## config.mk

```make
export PLATFORM = sky130hd
export DESIGN_NAME = pois_sequencer
export DESIGN_NICKNAME = d
export VERILOG_FILES = /design/src/core/pois_pkg.sv /design/src/core/pois_timer.sv /design/src/core/pois_sequencer.sv
export SDC_FILE = /design/constraint.sdc
export NUM_CORES = 1
export LEC_CHECK = 0
export BUFFER_PORTS_ARGS = -buffer_cell sky130_fd_sc_hd__buf_2
export CELL_PAD_IN_SITES_DETAIL_PLACEMENT = 0
export CELL_PAD_IN_SITES_GLOBAL_PLACEMENT = 1
export CORE_MARGIN = 2
export CORE_UTILIZATION = 36
export CTS_CLUSTER_DIAMETER = 80
export DETAILED_ROUTE_END_ITERATION = 12
export PLACE_DENSITY = 0.58
export SLEW_MARGIN = 5
export SYNTH_ARGS = -nofsm -noshare
export SYNTH_HDL_FRONTEND = slang
export SYNTH_SLANG_ARGS = --single-unit
```

## constraint.sdc

```tcl
create_clock -name i_sys_clk -period 5.6 [get_ports i_sys_clk]
set_input_delay 0.84 -clock i_sys_clk [delete_from_list [all_inputs] [get_ports i_sys_clk]]
set_output_delay 0.84 -clock i_sys_clk [all_outputs]
set_load 0.005 [all_outputs]
```

## src/core/pois_pkg.sv

```systemverilog
// Purpose: Shared constants and types for the power-on indicator sequencer
// Assumes: 250 MHz system clock
// Notes:   Lamp colours are encoded per lamp as a small code
package pois_pkg;

    localparam int unsigned CLK_HZ          = 250_000_000;
    localparam int unsigned DISPLAY_MS      = 3000;
    localparam int unsigned LAMP_TEST_MS    = 1000;
    localparam int unsigned FLASH_HALF_MS   = 250;
    localparam int unsigned HOLDOFF_MS      = 10000;
    localparam int unsigned CYC_PER_MS      = CLK_HZ / 1000;
    localparam int unsigned DISPLAY_CYC     = DISPLAY_MS * CYC_PER_MS;
    localparam int unsigned LAMP_TEST_CYC   = LAMP_TEST_MS * CYC_PER_MS;
    localparam int unsigned FLASH_HALF_CYC  = FLASH_HALF_MS * CYC_PER_MS;
    localparam int unsigned HOLDOFF_CYC     = HOLDOFF_MS * CYC_PER_MS;
    localparam int unsigned TMR_W           = 32;
    localparam int unsigned DIAG_N          = 8;
    localparam int unsigned FUNC_N          = 7;
    localparam int unsigned QUAL_W          = 3;

    // Lamp colour codes
    localparam logic [2:0] COL_OFF     = 3'h0;
    localparam logic [2:0] COL_RED     = 3'h1;
    localparam logic [2:0] COL_GREEN   = 3'h2;
    localparam logic [2:0] COL_YELLOW  = 3'h3;
    localparam logic [2:0] COL_WHITE   = 3'h4;
    localparam logic [2:0] COL_BLUE    = 3'h5;
    localparam logic [2:0] COL_YEL_GRN = 3'h6;
    localparam logic [2:0] COL_ALL     = 3'h7;

    localparam logic [1:0] CODE_NONE = 2'h0;
    localparam logic [1:0] CODE_ONE  = 2'h1;
    localparam logic [1:0] CODE_TWO  = 2'h2;

    localparam logic [1:0] FLASH_ONE = 2'h1;
    localparam logic [1:0] FLASH_TWO = 2'h2;

    // Function bit positions: lamp index = bit + 1
    localparam int unsigned FN_EDM   = 0;
    localparam int unsigned FN_CHAIN = 1;
    localparam int unsigned FN_CODE  = 2;

    // Live display lamp indices, diag_lamp[0] is lamp 1
    localparam int unsigned QBAR_N    = 4;
    localparam int unsigned LAMP_TOP0 = 4;
    localparam int unsigned LAMP_BOT0 = 6;

    // Phase indication {run, show, test}
    localparam logic [2:0] PHASE_TEST = 3'h1;

    typedef struct packed {
        logic       contactor_feedback_monitoring;
        logic       chaining;
        logic       restart_interlock;
        logic       muting_blanking;
        logic       reduced_resolution;
        logic       range_adjust;
        logic [1:0] beam_code;
    } pois_cfg_type;

    typedef struct packed {
        logic [2:0]              safety_output_lamp;
        logic [2:0]              field_lamp;
        logic [2:0]              end_cap_lamp;
        logic [2:0]              emitter_state_lamp;
        logic [2:0]              emitter_field_lamp;
        logic [DIAG_N-1:0][2:0]  diag_lamp;
    } pois_lamps_type;

    typedef enum logic [6:0] {
        ST_LAMP_TEST = 7'h01,
        ST_FACTORY   = 7'h02,
        ST_CONFIG    = 7'h04,
        ST_CHANGED   = 7'h08,
        ST_SHOW_CFG  = 7'h10,
        ST_RUN       = 7'h20,
        ST_BLANK     = 7'h40
    } pois_state_type;

endpackage : pois_pkg

```

## src/core/pois_timer.sv

```systemverilog
// Purpose: Cycle timer with restart and terminal pulse
// Assumes: Single clock domain
// Notes:   Counts from zero to LIMIT-1 then pulses done
`timescale 1ns/10ps
`default_nettype none
module pois_timer
    import pois_pkg::*;
#(
    parameter int unsigned LIMIT = 4
)(
    // Clock and reset
    input  wire logic i_sys_clk,
    input  wire logic i_reset_n,
    // Control
    input  wire logic i_restart,
    output logic      o_done
);
    logic [TMR_W-1:0] cnt_r;
    logic [TMR_W-1:0] cnt_nxt;
    logic             done_r;
    logic             done_nxt;

    always_comb
    begin
        done_nxt = 1'b0;
        cnt_nxt  = cnt_r + 1'b1;
        if (i_restart)
        begin
            cnt_nxt = '0;
        end
        else if (cnt_r >= TMR_W'(LIMIT - 1))
        begin
            cnt_nxt  = '0;
            done_nxt = 1'b1;
        end
    end

    always_ff @(posedge i_sys_clk or negedge i_reset_n)
    begin
        if (!i_reset_n)
        begin
            cnt_r  <= '0;
            done_r <= 1'b0;
        end
        else
        begin
            cnt_r  <= cnt_nxt;
            done_r <= done_nxt;
        end
    end

    assign o_done = done_r;

endmodule : pois_timer
`default_nettype wire

```

## src/core/pois_sequencer.sv

```systemverilog
// Purpose: Power-on lamp sequence for emitter and receiving unit
// Assumes: Configuration and status pins are asynchronous, synchronised here
// Notes:   Lamp codes per pois_pkg; COL_ALL means every segment lit
`timescale 1ns/10ps
`default_nettype none
module pois_sequencer
    import pois_pkg::*;
#(
    parameter int unsigned DISPLAY_CYCLES = DISPLAY_CYC,
    parameter int unsigned TEST_CYCLES    = LAMP_TEST_CYC,
    parameter int unsigned FLASH_CYCLES   = FLASH_HALF_CYC,
    parameter int unsigned HOLDOFF_CYCLES = HOLDOFF_CYC
)(
    // Clock and reset
    input  wire logic           i_sys_clk,
    input  wire logic           i_reset_n,
    // Configuration and mode inputs
    input  wire pois_cfg_type   i_cfg,
    input  wire logic           i_factory_restore,
    input  wire logic           i_config_mode,
    input  wire logic           i_config_changed,
    // Live status
    input  wire logic [QUAL_W-1:0] i_align_quality,
    input  wire logic           i_top_sync,
    input  wire logic           i_bottom_sync,
    input  wire logic           i_field_clear,
    // Lamps
    output pois_lamps_type      o_lamps,
    output logic [2:0]          o_phase
);
    // Two-stage synchronisers for every pin input
    localparam int unsigned SYNC_W = $bits(pois_cfg_type) + 3 + QUAL_W + 3;
    logic [SYNC_W-1:0] meta_r;
    logic [SYNC_W-1:0] sync_r;
    pois_cfg_type      cfg;
    logic              fac_s;
    logic              cmode_s;
    logic              chg_s;
    logic [QUAL_W-1:0] qual_s;
    logic              top_s;
    logic              bot_s;
    logic              clear_s;

    always_ff @(posedge i_sys_clk or negedge i_reset_n)
    begin
        if (!i_reset_n)
        begin
            meta_r <= '0;
            sync_r <= '0;
        end
        else
        begin
            meta_r <= {i_cfg, i_factory_restore, i_config_mode, i_config_changed,
                       i_align_quality, i_top_sync, i_bottom_sync, i_field_clear};
            sync_r <= meta_r;
        end
    end

    assign {cfg, fac_s, cmode_s, chg_s, qual_s, top_s, bot_s, clear_s} = sync_r;

    // Phase timers
    pois_state_type state_r;
    pois_state_type state_nxt;
    logic           phase_restart;
    logic           test_done;
    logic           disp_done;
    logic           flash_tick;
    logic           hold_done;
    logic           hold_restart;
    logic [2:0]     phase_r;
    logic [2:0]     phase_nxt;

    pois_timer #(.LIMIT(TEST_CYCLES)) u_test_tmr (
        .i_sys_clk (i_sys_clk),
        .i_reset_n (i_reset_n),
        .i_restart (phase_restart),
        .o_done    (test_done)
    );
    pois_timer #(.LIMIT(DISPLAY_CYCLES)) u_disp_tmr (
        .i_sys_clk (i_sys_clk),
        .i_reset_n (i_reset_n),
        .i_restart (phase_restart),
        .o_done    (disp_done)
    );
    pois_timer #(.LIMIT(FLASH_CYCLES)) u_flash_tmr (
        .i_sys_clk (i_sys_clk),
        .i_reset_n (i_reset_n),
        .i_restart (phase_restart),
        .o_done    (flash_tick)
    );
    pois_timer #(.LIMIT(HOLDOFF_CYCLES)) u_hold_tmr (
        .i_sys_clk (i_sys_clk),
        .i_reset_n (i_reset_n),
        .i_restart (hold_restart),
        .o_done    (hold_done)
    );

    // Sequence state
    always_comb
    begin
        state_nxt = state_r;
        case (state_r)
            ST_LAMP_TEST:
                if (test_done)
                begin
                    if (fac_s)
                        state_nxt = ST_FACTORY;
                    else if (cmode_s)
                        state_nxt = ST_CONFIG;
                    else if (chg_s)
                        state_nxt = ST_CHANGED;
                    else
                        state_nxt = ST_SHOW_CFG;
                end
            ST_FACTORY:
                if (!fac_s)
                    state_nxt = ST_SHOW_CFG;
            ST_CONFIG:
                if (!cmode_s)
                    state_nxt = ST_SHOW_CFG;
            ST_CHANGED:
                if (disp_done)
                    state_nxt = ST_SHOW_CFG;
            ST_SHOW_CFG:
                if (disp_done)
                    state_nxt = ST_RUN;
            ST_RUN:
                if (hold_done)
                    state_nxt = ST_BLANK;
            ST_BLANK:
                if (!clear_s)
                    state_nxt = ST_RUN;
            default:
                state_nxt = ST_LAMP_TEST;
        endcase
        phase_nxt = {(state_nxt == ST_RUN) || (state_nxt == ST_BLANK), state_nxt == ST_SHOW_CFG,
                     state_nxt == ST_LAMP_TEST};
    end
    assign phase_restart = (state_nxt != state_r);
    assign hold_restart  = (state_r != ST_RUN) || !clear_s;

    // Flash phase and flash counter for beam code
    logic       blink_r;
    logic       blink_nxt;
    logic [1:0] flashes_r;
    logic [1:0] flashes_nxt;

    always_comb
    begin
        blink_nxt   = blink_r;
        flashes_nxt = flashes_r;
        if (phase_restart)
        begin
            blink_nxt   = 1'b0;
            flashes_nxt = '0;
        end
        else if (flash_tick)
        begin
            blink_nxt = !blink_r;
            if (blink_r && flashes_r != FLASH_TWO)
                flashes_nxt = flashes_r + 1'b1;
        end
    end
    // Beam code flashes are counted on falling edge of blink
    function automatic logic code_flash_on(input logic [1:0] code, input logic [1:0] done_n, input logic bl);
        code_flash_on = bl && (code != CODE_NONE) && (done_n < code);
    endfunction : code_flash_on

    // Lamp pattern
    pois_lamps_type lamps_nxt;
    pois_lamps_type lamps_r;
    logic [FUNC_N-1:0] fn_vec;

    assign fn_vec = {cfg.range_adjust, cfg.reduced_resolution, cfg.muting_blanking,
                     cfg.restart_interlock, (cfg.beam_code != CODE_NONE), cfg.chaining,
                     cfg.contactor_feedback_monitoring};

    always_comb
    begin
        lamps_nxt = '0;
        case (state_r)
            ST_LAMP_TEST:
                lamps_nxt = '1;
            ST_FACTORY:
            begin
                lamps_nxt.safety_output_lamp = COL_RED;
                lamps_nxt.field_lamp         = COL_YEL_GRN;
                lamps_nxt.end_cap_lamp       = COL_YEL_GRN;
                lamps_nxt.emitter_state_lamp = COL_RED;
                lamps_nxt.emitter_field_lamp = COL_YEL_GRN;
            end
            ST_CONFIG:
            begin
                lamps_nxt.safety_output_lamp = COL_RED;
                lamps_nxt.field_lamp         = COL_GREEN;
                lamps_nxt.end_cap_lamp       = COL_GREEN;
                lamps_nxt.emitter_state_lamp = COL_RED;
                lamps_nxt.emitter_field_lamp = COL_GREEN;
                for (int i = 0; i < FUNC_N; i++)
                    lamps_nxt.diag_lamp[i] = (fn_vec[i] && blink_r) ? COL_WHITE : COL_OFF;
            end
            ST_CHANGED:
            begin
                for (int i = 0; i < DIAG_N; i++)
                    lamps_nxt.diag_lamp[i] = blink_r ? COL_WHITE : COL_OFF;
            end
            ST_SHOW_CFG:
            begin
                for (int i = 0; i < FUNC_N; i++)
                    lamps_nxt.diag_lamp[i] = fn_vec[i] ? COL_WHITE : COL_OFF;
                if (code_flash_on(cfg.beam_code, flashes_r, blink_r))
                begin
                    lamps_nxt.field_lamp         = COL_YELLOW;
                    lamps_nxt.end_cap_lamp       = COL_YELLOW;
                    lamps_nxt.emitter_field_lamp = COL_YELLOW;
                end
            end
            ST_RUN, ST_BLANK:
            begin
                if (state_r == ST_RUN)
                    for (int i = 0; i < QBAR_N; i++)
                        lamps_nxt.diag_lamp[i] = (qual_s > QUAL_W'(i)) ? COL_BLUE : COL_OFF;
                for (int i = LAMP_TOP0; i < DIAG_N; i++)
                    lamps_nxt.diag_lamp[i] = ((i < LAMP_BOT0) ? top_s : bot_s) ? COL_BLUE : COL_OFF;
            end
            default:
                lamps_nxt = '0;
        endcase
    end
    always_ff @(posedge i_sys_clk or negedge i_reset_n)
    begin
        if (!i_reset_n)
        begin
            state_r   <= ST_LAMP_TEST;
            phase_r   <= PHASE_TEST;
            blink_r   <= 1'b0;
            flashes_r <= '0;
            lamps_r   <= '0;
        end
        else
        begin
            state_r   <= state_nxt;
            phase_r   <= phase_nxt;
            blink_r   <= blink_nxt;
            flashes_r <= flashes_nxt;
            lamps_r   <= lamps_nxt;
        end
    end

    assign o_lamps = lamps_r;
    assign o_phase = phase_r;
    // Assertions
    a_test_first: assert property (@(posedge i_sys_clk) disable iff (!i_reset_n)
        (state_r == ST_LAMP_TEST) |=> (lamps_r == '1) || (state_r != ST_LAMP_TEST))
        else $error("lamp test pattern missing");
    a_show_to_run: assert property (@(posedge i_sys_clk) disable iff (!i_reset_n)
        (state_r == ST_RUN) |-> $past(state_r) inside {ST_SHOW_CFG, ST_RUN, ST_BLANK})
        else $error("run entered without configuration display");
    a_flash_cap: assert property (@(posedge i_sys_clk) disable iff (!i_reset_n)
        (state_r == ST_SHOW_CFG && cfg.beam_code == CODE_ONE && flashes_r >= FLASH_ONE)
        |=> lamps_r.field_lamp != COL_YELLOW)
        else $error("code one flashed more than once");
    a_flash_two: assert property (@(posedge i_sys_clk) disable iff (!i_reset_n)
        (cfg.beam_code == CODE_TWO && flashes_r == FLASH_TWO) |=> lamps_r.field_lamp != COL_YELLOW)
        else $error("code two flashed more than twice");
    a_func_white: assert property (@(posedge i_sys_clk) disable iff (!i_reset_n)
        (state_r == ST_SHOW_CFG && fn_vec[FN_EDM]) |=> lamps_r.diag_lamp[FN_EDM] == COL_WHITE)
        else $error("monitoring lamp not white");
    a_factory_pat: assert property (@(posedge i_sys_clk) disable iff (!i_reset_n)
        (state_r == ST_FACTORY) |=> (lamps_r.safety_output_lamp == COL_RED) && (lamps_r.diag_lamp == '0))
        else $error("factory pattern wrong");
    a_config_pat: assert property (@(posedge i_sys_clk) disable iff (!i_reset_n)
        (state_r == ST_CONFIG) |=> (lamps_r.field_lamp == COL_GREEN))
        else $error("config pattern wrong");
    a_quality_bar: assert property (@(posedge i_sys_clk) disable iff (!i_reset_n)
        (state_r == ST_RUN && qual_s == '0) |=> lamps_r.diag_lamp[0] == COL_OFF)
        else $error("quality bar lit without quality");
    a_top_sync: assert property (@(posedge i_sys_clk) disable iff (!i_reset_n)
        (state_r == ST_RUN && top_s) |=> lamps_r.diag_lamp[LAMP_TOP0] == COL_BLUE)
        else $error("top beam lamp off");
    a_blank_clear: assert property (@(posedge i_sys_clk) disable iff (!i_reset_n)
        (state_r == ST_BLANK) |=> lamps_r.diag_lamp[0] == COL_OFF)
        else $error("quality bar not blanked");

endmodule : pois_sequencer
`default_nettype wire

```

# Word level (Yosys, flattened, before mapping)
# Cells that the tools add are included.
# totals
out_inout_bits,42
register_bits,215
word_cells,134
# op_classes
n_eq_ne,14
addsub,5
muxes,61
reduce_logical,19
order_cmp,9
# ops
op,count
32-bit two-way mux,8
32-bit by 1-bit adder with 32-bit output (second input constant),4
21-bit one-hot mux with 5 select lines,1
3-bit two-way mux,21
7-bit two-way mux,7
7-bit one-hot mux with 7 select lines,1
32-bit by 26-bit greater-or-equal comparator with 1-bit output (second input constant),1
32-bit by 28-bit greater-or-equal comparator with 1-bit output (second input constant),1
32-bit by 30-bit greater-or-equal comparator with 1-bit output (second input constant),1
32-bit greater-or-equal comparator (second input constant),1
6-bit one-hot mux with 4 select lines,1
5-bit two-way mux,4
7-bit by 1-bit equality test with 1-bit output (second input constant),2
7-bit by 5-bit equality test with 1-bit output (second input constant),2
7-bit by 6-bit equality test with 1-bit output (second input constant),2
7-bit equality test (second input constant),2
12-bit two-way mux,1
3-bit one-hot mux with 4 select lines,1
1-bit two-way mux,10
1-bit logical AND,9
3-bit one-hot mux with 3 select lines,1
2-bit two-way mux,4
7-bit by 2-bit equality test with 1-bit output (second input constant),1
7-bit by 3-bit equality test with 1-bit output (second input constant),1
14 further kinds,21

# Longest topological paths before layout
# depth
word_depth,8
mapped_depth,10
depth_no_buf,7

# Hierarchy
# Synthesis repeated with hierarchy kept, for this count alone.
# hier_totals
cells_unflattened,925
hier_area_um2,9814.4
# by_module_without_submodules
mod,n_inst,seq_area_each_um2,area_each_um2,cells_each
pois_sequencer,1,1729.2,2766.4,219
pois_timer at u_hold_tmr,1,825.8,1921.8,195
pois_timer at u_test_tmr,1,825.8,1767.9,172
pois_timer at u_disp_tmr,1,825.8,1682.9,174
pois_timer at u_flash_tmr,1,825.8,1675.4,165

# Worst setup path before layout
# No wires, ideal clock.
# synth_path
path_kind,reg-to-reg
startpoint,register state_r[4]
endpoint,register u_disp_tmr.cnt_r[29]
setup_ns,0.084
required_ns,5.516
period_less_slack_ns,2.342
arrival_time_ns,2.258
stages_incl_launch_ff,10
setup_slack_ns,3.258
path_buffers,3
path_cell_list,dfrtp_1 > buf_6 > or4_4 > maj3_2 > a32o_1 > and4bb_1 > nand4b_1 > buf_4 > buf_6 > nor3_2
# synth_between
elab_chain_cells,4
# synth_lines
element,line,text
"start, declared",pois_sequencer.sv:62,pois_state_type state_r;
"start signal, assigned",pois_sequencer.sv:242,state_r <= state_nxt;
7-bit equality test (tied with other cells),pois_sequencer.sv:102,case (state_r)
7-bit one-hot mux with 7 select lines,pois_sequencer.sv:102,
7-bit != test (*),pois_sequencer.sv:139,assign phase_restart = (state_nxt != state_r);
32-bit two-way mux (*),pois_timer.sv:27,if (i_restart)
via u_disp_tmr.cnt_nxt[29],pois_timer.sv:19,logic [TMR_W-1:0] cnt_nxt;
"end signal, assigned",pois_timer.sv:47,cnt_r <= cnt_nxt;
"end, declared",pois_timer.sv:18,logic [TMR_W-1:0] cnt_r;
# Mark *: on every way through the listed nets, which the timed path passes. The rest lies on a longest branch.
# A chain may end at the register's enable or synchronous reset.

# Worst setup path in the final report
# layout_path
startpoint,register state_r[4]
endpoint,register u_flash_tmr.cnt_r[15]
# layout_between
elab_chain_cells,4
# layout_lines
element,line
7-bit equality test (tied with other cells),pois_sequencer.sv:102
7-bit one-hot mux with 7 select lines,pois_sequencer.sv:102
7-bit != test (*),pois_sequencer.sv:139
32-bit two-way mux (*),pois_timer.sv:27
via u_flash_tmr.cnt_nxt[15],pois_timer.sv:19
"end signal, assigned",pois_timer.sv:47
"end, declared",pois_timer.sv:18
# Marks and branches as above.

==> flow_metrics.py <==
metrics = {
    "setup_path": {
        "crit_path_end_kind": "flip-flop",
        "crit_family": "simple AND/OR/NAND/NOR gates",
        "worstPathRequired_ns": 5.95,
        "start_kind": "flip-flop",
        "worst-setup-path-type": "flip-flop to flip-flop",
        "r2r_cells": 7,
        "crit-reg2reg-launch": "state_r[4]",
        "critPathBufInv": 1,
        "cp.depth": 7,
        "r2r-end": "u_flash_tmr.cnt_r[15]",
        "cp_cell_sequence": "nor3_1 > nand2_1 > or3_1 > and4bb_1 > nand4b_1 > buf_12 > nor3_2",
        "max_stage_delay_ns": 0.57,
        "critical_path.max_fanout": 90,
        "crit_slowest_cell": "dfrtp_1",
        "rrSetupSlack_ns": 2.83,
        "cp.arrival_ns": 3.12,
    },
    "hold_path": {
        "min_path_cells": 0,
        "worstHoldEndpoint": "sync_r[16]",
        "hp-class": "flip-flop to flip-flop",
        "min_from": "meta_r[16]",
    },
    "die": {
        "start_util": 0.365,
        "die_w_microns": 166,
        "num_rows": 59,
        "dieArea_sq_um": 27600,
        "coreArea_sq_um": 25900,
        "ioPinCount": 61,
        "die_y_microns": 166,
    },
    "timing": {
        "hold_violations": 0,
        "drv_slew": 0,
        "period_needed_ns": 2.77,
        "max_slew_margin": 0.246,
        "fin_setup_tns_ns": 0,
        "period_share": 0.495,
        "fin_skew_ns": 0.0125,
        "rsz0062_at_grt": "no",
        "timing.fmax_ghz": 0.361,
        "tightest_slew_ns": 1.13,
        "setup_viol": 0,
    },
    "layout": {
        "drive_gt1_frac": 0.214,
        "final_cell_mix": "199 x dfrtp_1, 84 x nor3_2, 81 x nor2_1",
        "fin_nets": 952,
        "diodes": 0,
        "area_delta_synth_final_pct": 14.1,
        "final_common_cell": "dfrtp_1",
    },
    "detailed_routing": {
        "vias_per_cell": 4.86,
        "vias": 6219,
        "routed_wl_microns": 18100,
        "remaining_drc_errors": 0,
        "dr.pass1.iters": 5,
        "routedWlPerCell_microns": 14.1,
        "ant_nets": 0,
        "drtIter0Drc": 339,
    },
    "placement": {
        "numPortBuffers": 60,
        "dp_hpwl_microns": 11300,
        "gp_congestion": 0.745,
    },
    "grt": {
        "grt_util_all_layers": 0.136,
        "grt_start_max_net_pins": 121,
        "antenna_found_initial": 0,
        "grt_pass1_wl_microns": 31900,
        "grt_overflow": 0,
        "grt_pass1_vias": 6496,
    },
    "logic_synthesis": {
        "synth_edf_count": 0,
        "async_reset_ff_frac": 1.00,
        "synth_warnings": 0,
        "synthCells": 873,
        "synth_top_area_share": 0.527,
        "synth_seq_area_share": 0.533,
        "synth-seq-cells": 201,
        "yosys-top-cells-area": "dfrtp_1 53%, nor3_2 8.9%, xor2_1 5.9%",
        "yosys_most_used_dff": "dfrtp_1",
        "syn_area_sq_um": 9450,
        "synth_cell_types": 61,
        "yosys.area.top_type": "dfrtp_1",
        "avgSynthCellArea_sq_um": 10.8,
    },
    "job": {
        "drv_cap": 0,
    },
    "cts": {
        "root_buffer": "clkbuf_16",
        "cts_resized": 0,
        "holdBufCountCts": 0,
        "cts_tree": "built",
        "path_clk_slew_ns": 0.06,
        "clock-sinks": 201,
        "post_cts_buffers": 0,
        "cts_max_level": 1,
        "cts_buffers": 24,
        "worstSkewPairLatency_ns": 0.51,
        "cts.path.max_buffers": 3,
    },
    "pwr": {
        "total_power_mw": 4.27,
        "p_per_area_nw_per_um2": 396,
        "vdd_drop_max_mv": 0.499,
        "leakage_nw": 4.32,
    },
    "run_status": {
        "status": "finished clean",
    },
}
## worst reg2reg max path: stages (launching register included)
cell and delay, ns:
dfrtp_1 0.57, nor3_1 0.46, nand2_1 0.17, or3_1 0.42, and4bb_1 0.21, nand4b_1 0.14, buf_12 0.48, nor3_2 0.18
## cell families (layout without fill, tap and decap cells)
kind of cell               after synthesis  in the layout  synth area share
AOI/OAI and AO/OA                       63             63            0.0458
xor gates and xnor gates               110            110             0.102
adders and majority gates                7              7           0.00914
buffers and inverters                   75            135            0.0451
DFF                                    201            201             0.533
muxes                                    1              1           0.00106
other                                    1             12          0.000397
and+or+nand+nor                        415            415             0.264
## layer usage
layer / share of wire / vias to the layer above / global-route usage / wire length (microns)
li1: - / 3105 / - / -
met1: 0.49 / 3003 / 0.190 / 8870
met2: 0.45 / 91 / 0.219 / 8230
met3: 0.040 / 20 / 0.0248 / 725
met4: 0.015 / 0 / 0.0348 / 265
met5: 0 / - / 0 / 0
## state kept, by name, indices dropped and copies added (netlist names)
register,flops
meta_r,17
u_flash_tmr.cnt_r,32
u_test_tmr.cnt_r,32
flashes_r,2
o_lamps,22
u_test_tmr.o_done,1
state_r,7
blink_r,1
sync_r,17
u_hold_tmr.cnt_r,32
u_disp_tmr.cnt_r,32
o_phase,3
u_disp_tmr.o_done,1
u_hold_tmr.o_done,1
u_flash_tmr.o_done,1
## how the worst max path moves through the flow
stage	start	end	slack [ns]
detailed placement	state_r[4]	u_flash_tmr.cnt_r[6]	2.84
global route	state_r[3]	u_flash_tmr.cnt_r[6]	2.56
global placement	state_r[3]	u_flash_tmr.cnt_r[3]	2.84
CTS	state_r[3]	u_flash_tmr.cnt_r[3]	2.83
floorplan	state_r[4]	u_disp_tmr.cnt_r[29]	3.26
finish	state_r[4]	u_flash_tmr.cnt_r[15]	2.83
## power breakdown
| group | leakage (nW) | switching, mW | internal [mW] |
|---|---|---|---|
| combinational | 1.29 | 0.720 | 0.297 |
| sequential | 2.64 | 0.0896 | 1.60 |
| clock | 0.396 | 0.610 | 0.950 |
## layout make-up
cell class | count | area, sq um
fill | 2503 | 15100
sequential | 201 | 5030
multi-input combinational | 608 | 4040
clock buffer | 31 | 678
tap | 335 | 419
timing repair buffer | 68 | 394
clock inverter | 12 | 129
inverter | 24 | 90.1
## cell usage after synthesis (all sizes together) (15+ instances only)
library cell and number:
and3 16, buf 32, clkbuf 19, dfrtp 199, inv 24, nand2 71
nand3 58, nand4 29, nor2 81, nor3 98, nor4 15, xnor2 46
xor2 64
## through the flow
step / utilization / worst slack (ns) / instances / hold slack [ns] / instance area, sq um
6_report: 0.416 / 2.83 / 1279 / 0.347 / 10800
3_3_place_gp: 0.385 / 2.84 / 1236 / 0.334 / 9980
2_1_floorplan: - / 3.26 / 884 / 0.331 / 9490
4_1_cts: 0.416 / 2.83 / 1279 / 0.345 / 10800
3_5_place_dp: 0.385 / 2.84 / 1236 / 0.335 / 9980
5_1_grt: 0.416 / 2.56 / 1279 / 0.350 / 10800
(Power assumes the default switching activity.)
